### src/rtl/seq_map.vh
/*
 * constants of the instruction sequencer: widths, phases, reset values,
 * instruction field positions, opcodes and alu operation codes.
 * assumes it is included by bare name in every design file that needs it.
 */
`ifndef SEQ_MAP_VH
`define SEQ_MAP_VH

`define PC_W         10
`define IR_W         14
`define DA_W         7
`define DW           8

`define PC_RESET     10'h000
`define PC_ONE       10'h001
`define IR_RESET     14'h0000
`define BYTE_ZERO    8'h00
`define BYTE_ONE     8'h01
`define DA_RESET     7'h00

// four system clocks per instruction cycle
`define PHASE_W      2
`define PHASE_FIRST  2'h0
`define PHASE_CAPT   2'h1
`define PHASE_WSET   2'h2
`define PHASE_LAST   2'h3
`define PHASE_STEP   2'h1

// address of the program counter low byte in data space
`define PCL_ADDR     7'h06

// instruction fields
`define F_CLASS      13:12
`define F_MOP        11:7
`define F_IOP        11:8
`define F_BOP        11:10
`define F_BIT        9:7
`define F_MADDR      6:0
`define F_IMM        7:0
`define F_JADDR      9:0
`define F_CALL       11
`define F_MISC       1:0
`define F_PAGE       9:8

// instruction classes
`define CLS_MEM      2'h0
`define CLS_BIT      2'h1
`define CLS_JMP      2'h2
`define CLS_IMM      2'h3

// memory class opcodes
`define OP_MISC      5'h00
`define OP_MOV_A_M   5'h01
`define OP_MOV_M_A   5'h02
`define OP_ADD       5'h03
`define OP_ADDM      5'h04
`define OP_ADC       5'h05
`define OP_ADCM      5'h06
`define OP_SUB       5'h07
`define OP_SUBM      5'h08
`define OP_SBC       5'h09
`define OP_SBCM      5'h0a
`define OP_AND       5'h0b
`define OP_OR        5'h0c
`define OP_XOR       5'h0d
`define OP_ANDM      5'h0e
`define OP_ORM       5'h0f
`define OP_XORM      5'h10
`define OP_CPL       5'h11
`define OP_CPLA      5'h12
`define OP_INC       5'h13
`define OP_ADD_ONE_INTO_WORKING_REG      5'h14
`define OP_DEC       5'h15
`define OP_SUBTRACT_ONE_INTO_WORKING_REG      5'h16
`define OP_RR        5'h17
`define OP_RL        5'h18
`define OP_RRC       5'h19
`define OP_RLC       5'h1a
`define OP_SZ        5'h1b
`define OP_SIZ       5'h1c
`define OP_SDZ       5'h1d
`define OP_CLR       5'h1e
`define OP_TAB       5'h1f

// misc subcodes in the address field
`define MISC_RET     2'h1
`define MISC_BACK_FROM_INTERRUPT    2'h2

// bit class subcodes
`define BOP_SET      2'h0
`define BOP_CLR      2'h1
`define BOP_SKIP_SET 2'h2
`define BOP_SKIP_CLR 2'h3

// immediate class subcodes
`define IOP_MOV      4'h0
`define IOP_ADD      4'h1
`define IOP_SUB      4'h2
`define IOP_AND      4'h3
`define IOP_OR       4'h4
`define IOP_XOR      4'h5

// alu operations
`define ALU_W        4
`define ALU_PASS     4'h0
`define ALU_ADD      4'h1
`define ALU_ADC      4'h2
`define ALU_SUB      4'h3
`define ALU_SBC      4'h4
`define ALU_AND      4'h5
`define ALU_OR       4'h6
`define ALU_XOR      4'h7
`define ALU_CPL      4'h8
`define ALU_INC      4'h9
`define ALU_DEC      4'ha
`define ALU_RR       4'hb
`define ALU_RL       4'hc
`define ALU_RRC      4'hd
`define ALU_RLC      4'he
`define ALU_ZERO     4'hf

`endif

### src/rtl/phase_gen.v
/*
 * instruction cycle phase counter: four system clocks per instruction cycle.
 * assumes one clock mclk and an asynchronous active-low reset.
 */
`timescale 1ns/1ns
`include "seq_map.vh"
module phase_gen (
	input  wire                 mclk,
	input  wire                 rst_n,
	output reg  [`PHASE_W-1:0] phase,
	output wire                 last
);

assign last = (phase == `PHASE_LAST);

always @(posedge mclk or negedge rst_n)
begin
	if (!rst_n)
		phase <= `PHASE_FIRST;
	else
		phase <= phase + `PHASE_STEP;
end

endmodule

### src/rtl/alu_unit.v
/*
 * combinational 8-bit alu of the core: add/sub with carry, logic,
 * increment/decrement, rotates.
 * assumes operands and carry-in are stable for the phases that use them.
 */
`timescale 1ns/1ns
`include "seq_map.vh"
module alu_unit (
	input  wire [`ALU_W-1:0] op,
	input  wire [`DW-1:0]    a,
	input  wire [`DW-1:0]    b,
	input  wire              cin,
	output reg  [`DW-1:0]    res,
	output reg               cout,
	output reg               acout,
	output reg               ovout
);

reg [`DW-1:0] bx;
reg           ci;
reg [`DW:0]   sum;
reg [4:0]     nib;

always @*
begin
	bx = b;
	ci = 1'b0;
	if (op == `ALU_SUB || op == `ALU_SBC)
		bx = ~b;
	if (op == `ALU_SUB)
		ci = 1'b1;
	else if (op == `ALU_ADC || op == `ALU_SBC)
		ci = cin;
	sum = {1'b0, a} + {1'b0, bx} + {{`DW{1'b0}}, ci};
	nib = {1'b0, a[3:0]} + {1'b0, bx[3:0]} + {4'h0, ci};
	// sub: carry set means no borrow
	cout = sum[`DW];
	acout = nib[4];
	ovout = (a[`DW-1] == bx[`DW-1]) && (sum[`DW-1] != a[`DW-1]);
	case (op)
		`ALU_PASS: res = b;
		`ALU_ADD,
		`ALU_ADC,
		`ALU_SUB,
		`ALU_SBC:  res = sum[`DW-1:0];
		`ALU_AND:  res = a & b;
		`ALU_OR:   res = a | b;
		`ALU_XOR:  res = a ^ b;
		`ALU_CPL:  res = ~b;
		`ALU_INC:  res = b + `BYTE_ONE;
		`ALU_DEC:  res = b - `BYTE_ONE;
		`ALU_RR:   res = {b[0], b[`DW-1:1]};
		`ALU_RL:   res = {b[`DW-2:0], b[`DW-1]};
		`ALU_RRC:
		begin
			res = {cin, b[`DW-1:1]};
			cout = b[0];
		end
		`ALU_RLC:
		begin
			res = {b[`DW-2:0], cin};
			cout = b[`DW-1];
		end
		default:   res = `BYTE_ZERO;
	endcase
end

endmodule

### src/rtl/mcu_instruction_sequencer.v
/*
 * instruction sequencer of a small 8-bit core: fetch, decode, execute,
 * skips, jumps, one-level call/return, table read, flags.
 * assumes program memory and data memory are synchronous on mclk with one
 * clock read latency, and data memory writes on an mclk edge with data_we high.
 */
// Contract
// [RULE1] one instruction cycle is four system clocks and all timing counts in instruction cycles.
// [RULE2] ordinary instructions take one cycle; jump, call, return, interrupt return and table read take two.
// [RULE3] an instruction writing the program counter low byte acts as a jump and takes one extra cycle; a table read into that byte does not jump.
// [RULE4] a conditional skip takes two cycles when it skips and one when it does not.
// [RULE5] a call saves the following address and the matching return resumes exactly there.
// [RULE6] an unconditional jump loads the target and saves no return address.
// [RULE7] conditional branches test a data byte or a single bit and then execute or skip the next instruction.
// [RULE8] moves go register to working register, working register to register, and immediate to working register.
// [RULE9] add sets carry above 255 and subtract shows a borrow below zero through the carry flag.
// [RULE10] increment and decrement change the operand by one into memory or the working register.
// [RULE11] logical operations go through the working register and set the zero flag on a zero result.
// [RULE12] rotates shift one bit left or right and the through-carry forms move the leaving bit into carry.
// [RULE13] bit set and clear change only the selected bit through an internal read-modify-write.
// [RULE14] add and subtract update zero, carry, auxiliary carry and overflow, in one cycle.
// [RULE15] a flow change drops the already fetched instruction and fetches the new address in the second cycle.
`timescale 1ns/1ns
`include "seq_map.vh"
module mcu_instruction_sequencer (
	input  wire                 mclk,
	input  wire                 rst_n,
	output reg  [`PC_W-1:0]     prog_addr,
	input  wire [`IR_W-1:0]     prog_data,
	output wire [`DA_W-1:0]     data_addr,
	input  wire [`DW-1:0]       data_rdata,
	output reg  [`DW-1:0]       data_wdata,
	output reg                  data_we,
	output wire [`PHASE_W-1:0]  cycle_phase,
	output reg  [`DW-1:0]       working_register,
	output reg                  flag_z,
	output reg                  flag_c,
	output reg                  flag_ac,
	output reg                  flag_ov
);

wire                 phase_last;
reg  [`PC_W-1:0]     pc;
reg  [`IR_W-1:0]     ir;
reg                  ir_valid;
reg                  stall_tab;
reg  [`DA_W-1:0]     tab_dest;
reg  [`PC_W-1:0]     ret_addr;
reg  [`DW-1:0]       mem_q;

reg  [`ALU_W-1:0]    alu_op;
reg  [`DW-1:0]       opnd_b;
wire [`DW-1:0]       alu_res;
wire                 alu_c;
wire                 alu_ac;
wire                 alu_ov;
reg                  sel_bit;
reg  [`DW-1:0]       bit_res;
reg                  wr_acc;
reg                  wr_mem;
reg                  upd_z;
reg                  upd_c;
reg                  upd_arith;
reg                  skip;
reg                  jump;
reg                  call;
reg                  tab;
reg  [`PC_W-1:0]     target;
wire [`DW-1:0]       res;
wire                 pcl_hit;
wire                 redirect;
wire                 exec;
wire [`DW-1:0]       bit_mask;

wire [1:0]           cls   = ir[`F_CLASS];
wire [4:0]           mop   = ir[`F_MOP];
wire [3:0]           iop   = ir[`F_IOP];
wire [1:0]           bop   = ir[`F_BOP];
wire [2:0]           bsel  = ir[`F_BIT];
wire [`DA_W-1:0]     maddr = ir[`F_MADDR];
wire [`DW-1:0]       imm   = ir[`F_IMM];

function [`ALU_W-1:0] mem_alu;
	input [4:0] op;
	begin
		case (op)
			`OP_ADD,  `OP_ADDM: mem_alu = `ALU_ADD;
			`OP_ADC,  `OP_ADCM: mem_alu = `ALU_ADC;
			`OP_SUB,  `OP_SUBM: mem_alu = `ALU_SUB;
			`OP_SBC,  `OP_SBCM: mem_alu = `ALU_SBC;
			`OP_AND,  `OP_ANDM: mem_alu = `ALU_AND;
			`OP_OR,   `OP_ORM:  mem_alu = `ALU_OR;
			`OP_XOR,  `OP_XORM: mem_alu = `ALU_XOR;
			`OP_CPL,  `OP_CPLA: mem_alu = `ALU_CPL;
			`OP_INC,  `OP_ADD_ONE_INTO_WORKING_REG,
			`OP_SIZ:            mem_alu = `ALU_INC;
			`OP_DEC,  `OP_SUBTRACT_ONE_INTO_WORKING_REG,
			`OP_SDZ:            mem_alu = `ALU_DEC;
			`OP_RR:             mem_alu = `ALU_RR;
			`OP_RL:             mem_alu = `ALU_RL;
			`OP_RRC:            mem_alu = `ALU_RRC;
			`OP_RLC:            mem_alu = `ALU_RLC;
			`OP_CLR:            mem_alu = `ALU_ZERO;
			default:            mem_alu = `ALU_PASS;
		endcase
	end
endfunction

function [`ALU_W-1:0] imm_alu;
	input [3:0] op;
	begin
		case (op)
			`IOP_ADD: imm_alu = `ALU_ADD;
			`IOP_SUB: imm_alu = `ALU_SUB;
			`IOP_AND: imm_alu = `ALU_AND;
			`IOP_OR:  imm_alu = `ALU_OR;
			`IOP_XOR: imm_alu = `ALU_XOR;
			default:  imm_alu = `ALU_PASS;
		endcase
	end
endfunction

phase_gen u_phase (
	.mclk  (mclk),
	.rst_n (rst_n),
	.phase (cycle_phase),
	.last  (phase_last)
);

alu_unit u_alu (
	.op    (alu_op),
	.a     (working_register),
	.b     (opnd_b),
	.cin   (flag_c),
	.res   (alu_res),
	.cout  (alu_c),
	.acout (alu_ac),
	.ovout (alu_ov)
);

// no instruction executes in the table fetch cycle or after a flush
assign exec      = ir_valid && !stall_tab;
assign bit_mask  = `BYTE_ONE << bsel;
assign res       = sel_bit ? bit_res : alu_res;
assign pcl_hit   = wr_mem && (maddr == `PCL_ADDR);
assign redirect  = jump || pcl_hit;
assign data_addr = stall_tab ? tab_dest : maddr;

always @*
begin
	alu_op    = `ALU_PASS;
	opnd_b    = mem_q;
	sel_bit   = 1'b0;
	bit_res   = mem_q;
	wr_acc    = 1'b0;
	wr_mem    = 1'b0;
	upd_z     = 1'b0;
	upd_c     = 1'b0;
	upd_arith = 1'b0;
	skip      = 1'b0;
	jump      = 1'b0;
	call      = 1'b0;
	tab       = 1'b0;
	target    = ir[`F_JADDR];
	if (exec)
	begin
		case (cls)
			`CLS_MEM:
			begin
				alu_op = mem_alu(mop);
				case (mop)
					`OP_MISC:
					begin
						if (ir[`F_MISC] == `MISC_RET || ir[`F_MISC] == `MISC_BACK_FROM_INTERRUPT)
						begin
							jump   = 1'b1;              // see [RULE5]
							target = ret_addr;
						end
					end
					`OP_MOV_A_M: wr_acc = 1'b1;         // see [RULE8]
					`OP_MOV_M_A:
					begin
						opnd_b = working_register;      // see [RULE8]
						wr_mem = 1'b1;
					end
					`OP_ADD, `OP_ADC, `OP_SUB, `OP_SBC:
					begin
						wr_acc    = 1'b1;               // see [RULE9]
						upd_arith = 1'b1;               // see [RULE14]
					end
					`OP_ADDM, `OP_ADCM, `OP_SUBM, `OP_SBCM:
					begin
						wr_mem    = 1'b1;               // see [RULE9]
						upd_arith = 1'b1;               // see [RULE14]
					end
					`OP_AND, `OP_OR, `OP_XOR, `OP_CPLA, `OP_ADD_ONE_INTO_WORKING_REG, `OP_SUBTRACT_ONE_INTO_WORKING_REG:
					begin
						wr_acc = 1'b1;                  // see [RULE11] see [RULE10]
						upd_z  = 1'b1;
					end
					`OP_ANDM, `OP_ORM, `OP_XORM, `OP_CPL, `OP_INC, `OP_DEC:
					begin
						wr_mem = 1'b1;                  // see [RULE11] see [RULE10]
						upd_z  = 1'b1;
					end
					`OP_RR, `OP_RL: wr_mem = 1'b1;      // see [RULE12]
					`OP_RRC, `OP_RLC:
					begin
						wr_mem = 1'b1;                  // see [RULE12]
						upd_c  = 1'b1;
					end
					`OP_SZ: skip = (mem_q == `BYTE_ZERO); // see [RULE7]
					`OP_SIZ, `OP_SDZ:
					begin
						wr_mem = 1'b1;
						skip   = (alu_res == `BYTE_ZERO); // see [RULE7]
					end
					`OP_CLR: wr_mem = 1'b1;
					`OP_TAB: tab = 1'b1;                // see [RULE2]
					default: wr_mem = 1'b0;
				endcase
			end
			`CLS_BIT:
			begin
				sel_bit = 1'b1;
				case (bop)
					`BOP_SET:
					begin
						bit_res = mem_q | bit_mask;     // see [RULE13]
						wr_mem  = 1'b1;
					end
					`BOP_CLR:
					begin
						bit_res = mem_q & ~bit_mask;    // see [RULE13]
						wr_mem  = 1'b1;
					end
					`BOP_SKIP_SET: skip = mem_q[bsel];  // see [RULE7]
					default:       skip = !mem_q[bsel];
				endcase
			end
			`CLS_JMP:
			begin
				jump = 1'b1;                            // see [RULE6]
				call = ir[`F_CALL];                     // see [RULE5]
			end
			default:
			begin
				opnd_b = imm;
				alu_op = imm_alu(iop);
				if (iop <= `IOP_XOR)
				begin
					wr_acc    = 1'b1;                   // see [RULE8]
					upd_z     = (iop >= `IOP_AND);      // see [RULE11]
					upd_arith = (iop == `IOP_ADD) || (iop == `IOP_SUB); // see [RULE14]
				end
			end
		endcase
		if (pcl_hit)
			target = {pc[`F_PAGE], res};                // see [RULE3]
	end
end

// operand capture and write strobe inside the instruction cycle
always @(posedge mclk or negedge rst_n)
begin
	if (!rst_n)
	begin
		mem_q      <= `BYTE_ZERO;
		data_wdata <= `BYTE_ZERO;
		data_we    <= 1'b0;
	end
	else
	begin
		if (cycle_phase == `PHASE_CAPT)
			mem_q <= data_rdata;
		if (cycle_phase == `PHASE_WSET)
		begin
			// internal read-modify-write; writes to the low pc byte go to the pc, except a table read's, which goes to data memory
			data_we    <= stall_tab || (wr_mem && !pcl_hit); // see [RULE13] see [RULE3]
			data_wdata <= stall_tab ? prog_data[`DW-1:0] : res;
		end
		else
			data_we <= 1'b0;
	end
end

// fetch, flow change and architectural state, once per instruction cycle
always @(posedge mclk or negedge rst_n)
begin
	if (!rst_n)
	begin
		pc               <= `PC_RESET;
		prog_addr        <= `PC_RESET;
		ir               <= `IR_RESET;
		ir_valid         <= 1'b0;
		stall_tab        <= 1'b0;
		tab_dest         <= `DA_RESET;
		ret_addr         <= `PC_RESET;
		working_register <= `BYTE_ZERO;
		flag_z           <= 1'b0;
		flag_c           <= 1'b0;
		flag_ac          <= 1'b0;
		flag_ov          <= 1'b0;
	end
	else if (phase_last)                                // see [RULE1]
	begin
		if (stall_tab)
		begin
			stall_tab <= 1'b0;                          // see [RULE2]
			prog_addr <= pc;
		end
		else if (redirect)
		begin
			pc        <= target;                        // see [RULE15]
			prog_addr <= target;
			ir_valid  <= 1'b0;                          // see [RULE2] see [RULE3]
			if (call)
				ret_addr <= pc;                         // see [RULE5]
		end
		else if (tab)
		begin
			ir        <= prog_data;
			ir_valid  <= 1'b1;
			pc        <= pc + `PC_ONE;
			prog_addr <= {pc[`F_PAGE], working_register};
			stall_tab <= 1'b1;
			tab_dest  <= maddr;
		end
		else
		begin
			ir        <= prog_data;
			ir_valid  <= !skip;                         // see [RULE4]
			pc        <= pc + `PC_ONE;
			prog_addr <= pc + `PC_ONE;
		end
		if (wr_acc)
			working_register <= res;
		if (upd_z || upd_arith)
			flag_z <= (res == `BYTE_ZERO);              // see [RULE11]
		if (upd_c || upd_arith)
			flag_c <= alu_c;                            // see [RULE9] see [RULE12]
		if (upd_arith)
		begin
			flag_ac <= alu_ac;                          // see [RULE14]
			flag_ov <= alu_ov;
		end
	end
end

endmodule

### config.mk
export PLATFORM = sky130hd
export DESIGN_NAME = mcu_instruction_sequencer
export DESIGN_NICKNAME = d
export VERILOG_FILES = /design/src/rtl/phase_gen.v /design/src/rtl/alu_unit.v /design/src/rtl/mcu_instruction_sequencer.v
export VERILOG_INCLUDE_DIRS = /design/src /design/src/rtl
export SDC_FILE = /design/constraint.sdc
export NUM_CORES = 1
export LEC_CHECK = 0
export CAP_MARGIN = 30
export CORE_AREA = 2 2 159 161
export CTS_CLUSTER_SIZE = 24
export DETAILED_ROUTE_END_ITERATION = 8
export DIE_AREA = 0 0 161 163
export DONT_BUFFER_PORTS = 1
export HOLD_SLACK_MARGIN = 0.05
export SLEW_MARGIN = 0
export SYNTH_ARGS = -nofsm -noshare
export SYNTH_HDL_FRONTEND = slang
export SYNTH_HIERARCHICAL = 1
export SYNTH_SLANG_ARGS = --single-unit
### constraint.sdc
create_clock -name mclk -period 6.09 [get_ports mclk]
set_clock_uncertainty 0.05 [all_clocks]
set_input_delay 0.3045 -clock mclk [delete_from_list [all_inputs] [get_ports mclk]]
set_output_delay 0.3045 -clock mclk [all_outputs]
set_load 0.05 [all_outputs]
# Word level (Yosys, flattened, before mapping)
# Memory sizes are Yosys's and may differ from the RTL's.
# Cells that the tools add are included.
# totals
regBits,84
memories,1
out_inout_bits,40
wordCells,208
mem_bits_ro,128
in_bits,24
# memory_table
name,depth,width,read_ports,rd_ports_with_merged_regs,write_ports,line_no,source
(name not given),32,4,1,0,0,mcu_instruction_sequencer.v:86,case (op)
# op_classes
add_sub_neg,8
bitwise_logic,9
muxes,68
reduce_logical,40
eq_ne,62
n_lt_le_gt_ge,3
n_shift,1
# op_table
cell,n
8-bit case mux with 12 select lines,1
10-bit 2-to-1 mux,9
"5-bit equality test, second input constant",16
8-bit 2-to-1 mux,7
"5-bit by 4-bit equality test with 1-bit output, second input constant",8
1-bit 2-to-1 mux,35
8-bit case mux with 2 select lines,2
"4-bit equality test, second input constant",7
"4-bit by 3-bit equality test with 1-bit output, second input constant",6
8-bit logical NOT,3
"5-bit by 3-bit equality test with 1-bit output, second input constant",4
1-bit case mux with 2 select lines,9
18-bit OR reduction,1
8-bit AND,2
"4-bit by 2-bit equality test with 1-bit output, second input constant",4
8-bit NOT,2
8-bit OR,2
3-bit case mux with 5 select lines,1
12-bit OR reduction,1
11-bit OR reduction,1
"10-bit by 1-bit adder with 10-bit output, second input constant",1
"2-bit equality test, second input constant",5
"5-bit by 2-bit equality test with 1-bit output, second input constant",2
2-bit AND reduction,5
other kinds (34),57

# Longest topological paths before layout
# depth
word_depth,17
ltp_mapped,28
ltp_nobuf,26

# By module
# Netlist, hierarchy kept.
# modules_own_cells
mod,cells_per_inst,area_per_inst_um2,n_inst,seq_area_each_um2
mcu_instruction_sequencer,627,5450.2,1,2052.0
alu_unit,252,1722.9,1,0.0
phase_gen,4,66.3,1,50.0

# Worst setup path before layout
# Ideal clock, no wire load.
# synth_timing
path_type,flip-flop to flip-flop
start,register ir[8]
end,register ir_valid
t_arrival_ns,5.396
path_stages_with_launch,28
period_less_slack_ns,5.567
setup_slack_ns,0.523
t_required_ns,5.919
path_buffers,1
setup_ns,0.121
cell_sequence,dfrtp_1 -> clkbuf_1 -> inv_1 -> ha_1 -> xor2_1 -> a21oi_1 -> o21ai_0 -> a21oi_1 -> nor2_1 -> nor2_1 -> and2_1 -> and2_1 -> a21oi_1 -> nor2_2 -> xnor2_1 -> fa_1 -> fa_1 -> nand2b_1 -> a21oi_1 -> xnor2_1 -> nor2_1 -> a21oi_1 -> nand3_1 -> nor4_1 -> o2111ai_1 -> o41ai_1 -> a31oi_1 -> a22o_1
# synth_between
elab_chain_len,17
elab_cells_between_ends,87
classes_between,4 x add/sub; 39 x eq/ne; 27 x mux; 4 x bitwise; 12 x reduce/logical; 1 x memory
# synth_lines
element,line_no,source
from (decl),mcu_instruction_sequencer.v:44,reg [`IR_W-1:0] ir;
from (signal assigned),mcu_instruction_sequencer.v:294,ir <= `IR_RESET;
from (signal assigned),mcu_instruction_sequencer.v:322,ir <= prog_data;
from (signal assigned),mcu_instruction_sequencer.v:331,ir <= prog_data;
branches (longest 2 deep; another with memory read 32 x 4 bit),--,
4-bit case mux with 2 select lines *,mcu_instruction_sequencer.v:167,case (cls)
4-bit 2-to-1 mux *,mcu_instruction_sequencer.v:165,if (exec)
named net alu_op[0],mcu_instruction_sequencer.v:51,reg [`ALU_W-1:0] alu_op;
4-bit by 2-bit equality test with 1-bit output / 4-bit by 3-bit equality test with 1-bit output (equally long branches),alu_unit.v:40,case (op)
1-bit logical OR (no source line),--,
8-bit 2-to-1 mux / 1-bit 2-to-1 mux (equally long branches),"alu_unit.v:28, alu_unit.v:32",
8-bit by 8-bit adder with 9-bit output / 1-bit 2-to-1 mux (equally long branches),"alu_unit.v:34, alu_unit.v:30",
[... 2 more ...],--,
named net alu_res[4],mcu_instruction_sequencer.v:53,wire [`DW-1:0] alu_res;
8-bit logical NOT (no source line) *,--,
1-bit case mux with 2 select lines *,mcu_instruction_sequencer.v:171,case (mop)
1-bit case mux with 2 select lines *,mcu_instruction_sequencer.v:167,
1-bit 2-to-1 mux *,mcu_instruction_sequencer.v:165,
1-bit logical NOT *,mcu_instruction_sequencer.v:332,ir_valid <= !skip;
1-bit 2-to-1 mux *,mcu_instruction_sequencer.v:320,else if (tab)
1-bit 2-to-1 mux *,mcu_instruction_sequencer.v:312,else if (redirect)
to (signal assigned),mcu_instruction_sequencer.v:332,
to (decl),mcu_instruction_sequencer.v:45,reg ir_valid;
# Mark *: on every way through the listed nets, which the timed path passes. The select of a mux whose other input is x is not followed.
# A chain may end at the register's enable or synchronous reset.

# Worst setup path in the final report
# layout_timing
start,register ir[7]
end,register flag_z
# layout_between
elab_chain_len,11
elab_cells_between_ends,76
classes_between,4 x add/sub; 35 x eq/ne; 1 x shift; 19 x mux; 7 x bitwise; 9 x reduce/logical; 1 x memory
# layout_lines
element,line_no,source
memory read 32 x 4 bit *,--,
4-bit case mux with 2 select lines *,mcu_instruction_sequencer.v:167,
4-bit 2-to-1 mux *,mcu_instruction_sequencer.v:165,
named net alu_op[0],mcu_instruction_sequencer.v:51,
4-bit by 2-bit equality test with 1-bit output / 4-bit by 3-bit equality test with 1-bit output (equally long branches),alu_unit.v:40,
1-bit logical OR (no source line),--,
8-bit 2-to-1 mux / 1-bit 2-to-1 mux (equally long branches),"alu_unit.v:28, alu_unit.v:32",
8-bit by 8-bit adder with 9-bit output / 1-bit 2-to-1 mux (equally long branches),"alu_unit.v:34, alu_unit.v:30",
9-bit by 1-bit adder with 9-bit output,alu_unit.v:34,"sum = {1'b0, a} + {1'b0, bx} + {{`DW{1'b0}}, ci};"
8-bit case mux with 12 select lines *,alu_unit.v:40,
named net alu_res[6],mcu_instruction_sequencer.v:53,
8-bit 2-to-1 mux *,mcu_instruction_sequencer.v:144,assign res = sel_bit ? bit_res : alu_res;
8-bit logical NOT (no source line) *,--,
to (signal assigned),mcu_instruction_sequencer.v:339,flag_z <= (res == `BYTE_ZERO);
to (decl),mcu_instruction_sequencer.v:36,"output reg flag_z,"
# Mark *: on every way through the listed nets, which the timed path passes. The rest lies on a longest branch.

==> flow_summary.ini <==
[timing]
finalWorstSetupSlack_ps = 550.6
timing.final.max_slew_violations = 0
setup_viol = 0
timing.final.crit_share_pct = 90.96
slew_worst_pin_ps = 1008
final.setup.tns_ps = 0
hold_slack_ps = 54.22
fmax_mhz = 180.5
period_minus_slack_ps = 5539
grt_setup_unrepaired = false
report.final.hold_viol_count = 0
max-slew-margin-rel_pct = 32.33

[route]
drt_pre_antenna_iters = 5
vias = 6888
viasPerCell = 5.605
post_drt_wl_per_cell_um = 20.05
drc = 0
initialDrtViolationCount = 656
drtAntennaViolNets = 0
wirelength_um = 24640

[yosys]
synth_top_family_by_area = compound AO/OA/AOI/OAI gates
yosysWarningCount = 6
synth_area_leaders = dfrtp_1, ha_1, mux2_2
post_synth_inst_count = 883
yosys_most_used_dff = dfrtp_1
synth_mux_area_share_pct = 10.94
synth_adder_area_share_pct = 8.088
fraction_of_the_yosys_area_taken_by_sequential_cells_pct = 29.04
synth_top_area_cell = dfrtp_1
synth_net_count = 952
syn_avg_cell_area_sq_um = 8.199
synthDominantCellAreaShare_pct = 29.04
syn_area_sq_mm = 0.007239
post_synth_xor_area_fraction_pct = 3.992
async_reset_ff_share_pct = 100.0
postSynthRegisterBits = 84
synth-edff-count = 0
yosys.cell_types.count = 73
simple_gate_share_of_the_synthesized_area_pct = 17.56
synth-compound-area-share_pct = 24.01

[clock_network]
cts_tree = done
worst_skew_pair.late_latency_ps = 360
ctsLongestPathBuffers = 2
h-tree-depth = 3
cts_root_buf = clkbuf_16
path_clk_slew_ps = 70
clock_sinks = 84
cts_inserted_buffers = 9

[floorplanning]
chipWidth_um = 161
coreArea_sq_mm = 0.02467
floorplan.die_area_sq_mm = 0.02624
floorplan.rows = 58
pin_count = 64
die-height_um = 163
start_util_pct = 29.34

[grt]
overflow = 0
grt_util_all_layers_pct = 18.69
grt_first_pass_wirelength_um = 38380
grt_antenna_before_repair = 0
pin_count_of_the_biggest_net_entering_global_routing = 85
vias_in_the_first_global_route = 6580

[worst_setup_path]
cp_slowest_cell = fa_1
r2r_cells = 25
worstReg2RegStart = ir[7]
cp_max_fo = 8
cpMostUsedCell = a21oi_1
cp.buffers_inverters = 1
crit_required_ps = 6330
r2r_slack_ps = 550
crit_type = reg -> reg
worst-path-stages = 25
capturing_instance_or_port_of_the_critical_path = flag_z
critPathCaptureType = register
cp-startpoint = ir[7]
worst_r2r_endpoint = flag_z
crit_family = compound AO/OA/AOI/OAI gates
startpoint_type = register
critical_path_arrival_ps = 5780
max_stage_delay_ps = 450

[layout]
final_area_sq_mm = 0.008263
layout-drive-gt1-share_pct = 13.90
diodes = 0
nets = 963
post-route-util_pct = 33.49
area.growth.synth_to_final_pct = 14.14
final_cells = 1229

[placement]
placed_area_sq_mm = 0.007675
dpl_worst_slack_ps = 293.8
port_buffers = 0
placed_cells_incl_taps = 1189
place.gp.congestion = 0.9687
dp.final_hpwl_um = 18200

[job]
drv_cap = 0

[pwr]
max-vdd-ir-drop_mv = 0.2998
power_mw = 5.274
total_leakage_power_nw = 3.381
power.density_mw_per_mm2 = 638.3

[min_path]
min-delay-start = prog_data[12]
hold_path.class = in -> reg

[outcome]
run_status = finished, final reports clean
## registers in the layout, indices dropped and copies added, names as in the netlist, 2 cells and up
| name | count |
|---|---|
| u_phase/phase | 2 |
| working_register | 8 |
| tab_dest | 7 |
| pc | 10 |
| data_wdata | 8 |
| ret_addr | 10 |
| mem_q | 8 |
| prog_addr | 10 |
| ir | 14 |
## worst min-delay path by stage
stage / to / slack, ps / cells after the start
finish: ir[12] / 50 / 2
global route: ir[12] / 70 / 2
CTS: ir[12] / 60 / 2
detailed placement: prog_addr[2] / -40 / 0
global placement: prog_addr[3] / -40 / 0
floorplan: data_wdata[0] / -40 / 0
## area by class of cell
| type | instances | area [sq um] |
|---|---|---|
| Tap cell | 330 | 412.9 |
| Fill cell | 2594 | 16410 |
| Clock inverter | 7 | 78.83 |
| Sequential cell | 84 | 2102 |
| Clock buffer | 9 | 225.2 |
| Multi-Input combinational cell | 690 | 4723 |
| Timing Repair Buffer | 61 | 540.5 |
| Inverter | 48 | 180.2 |
## cells in the final DEF, fill, tap and decap left out, types with 10 or more instances in the layout
cell type / count
dfrtp_1: 84
o21ai_0: 76
a21oi_1: 75
nand2_1: 74
nor2_1: 72
inv_1: 48
mux2_2: 45
ha_1: 39
buf_4: 36
xnor2_1: 25
mux2i_1: 24
dlygate4sd3_1: 22
nand3_1: 21
a31oi_1: 20
nor3_1: 19
nor2b_1: 15
a22oi_1: 13
nand2b_1: 12
a211oi_1: 10
## cell usage after synthesis, drive strengths merged (3+ instances only)
master	instances
a221oi	4
a21o	9
o21bai	3
nor3b	4
mux2	45
a22oi	13
a21oi	80
nor2b	15
and3	7
o211a	3
a21boi	4
o22ai	3
o21ai	82
nand2	74
nand3b	6
clkbuf	33
mux2i	24
fa	3
o31ai	4
or3	8
nand2b	12
o211ai	6
nand3	21
dfrtp	84
o221ai	4
nor4	8
a32oi	7
xor2	8
inv	48
nor3	22
buf	28
a31oi	22
a211oi	10
a2111oi	3
nor2	75
ha	42
xnor2	25
o21a	3
a22o	3
## routing by layer
metal  global-route usage [%]  up-vias  share of wire, %  routed length, um
met5                        0        -                 0                  0
met4                    6.778        0               2.8                691
met3                    3.412       52               6.8               1687
met2                    30.69      259                47              11590
met1                    24.63     3373                43              10680
li1                         -     3204                 -                  -
## cell families after synthesis
| kind of cell | after synthesis |
|---|---|
| AO/OA/AOI/OAI | 278 |
| adder cells (fa/ha/maj) | 45 |
| buffers and inverters | 109 |
| AND/OR/NAND/NOR | 263 |
| flip-flops | 84 |
| multiplexers | 71 |
| XOR/XNOR | 33 |
## power by group
group          switching [mW]  internal, mW
clock                   0.269         0.291
sequential              0.578         0.741
combinational            2.13          1.26
## repair_timing
item / CTS / global route
hold buffers: 23 / 0
setup buffers: 0 / 0
endpoints found under the hold margin: 105 / 0
setup endpoints to repair: 0 / 4
gates resized for setup: 0 / 9
Power figures use the tool's default switching activity.
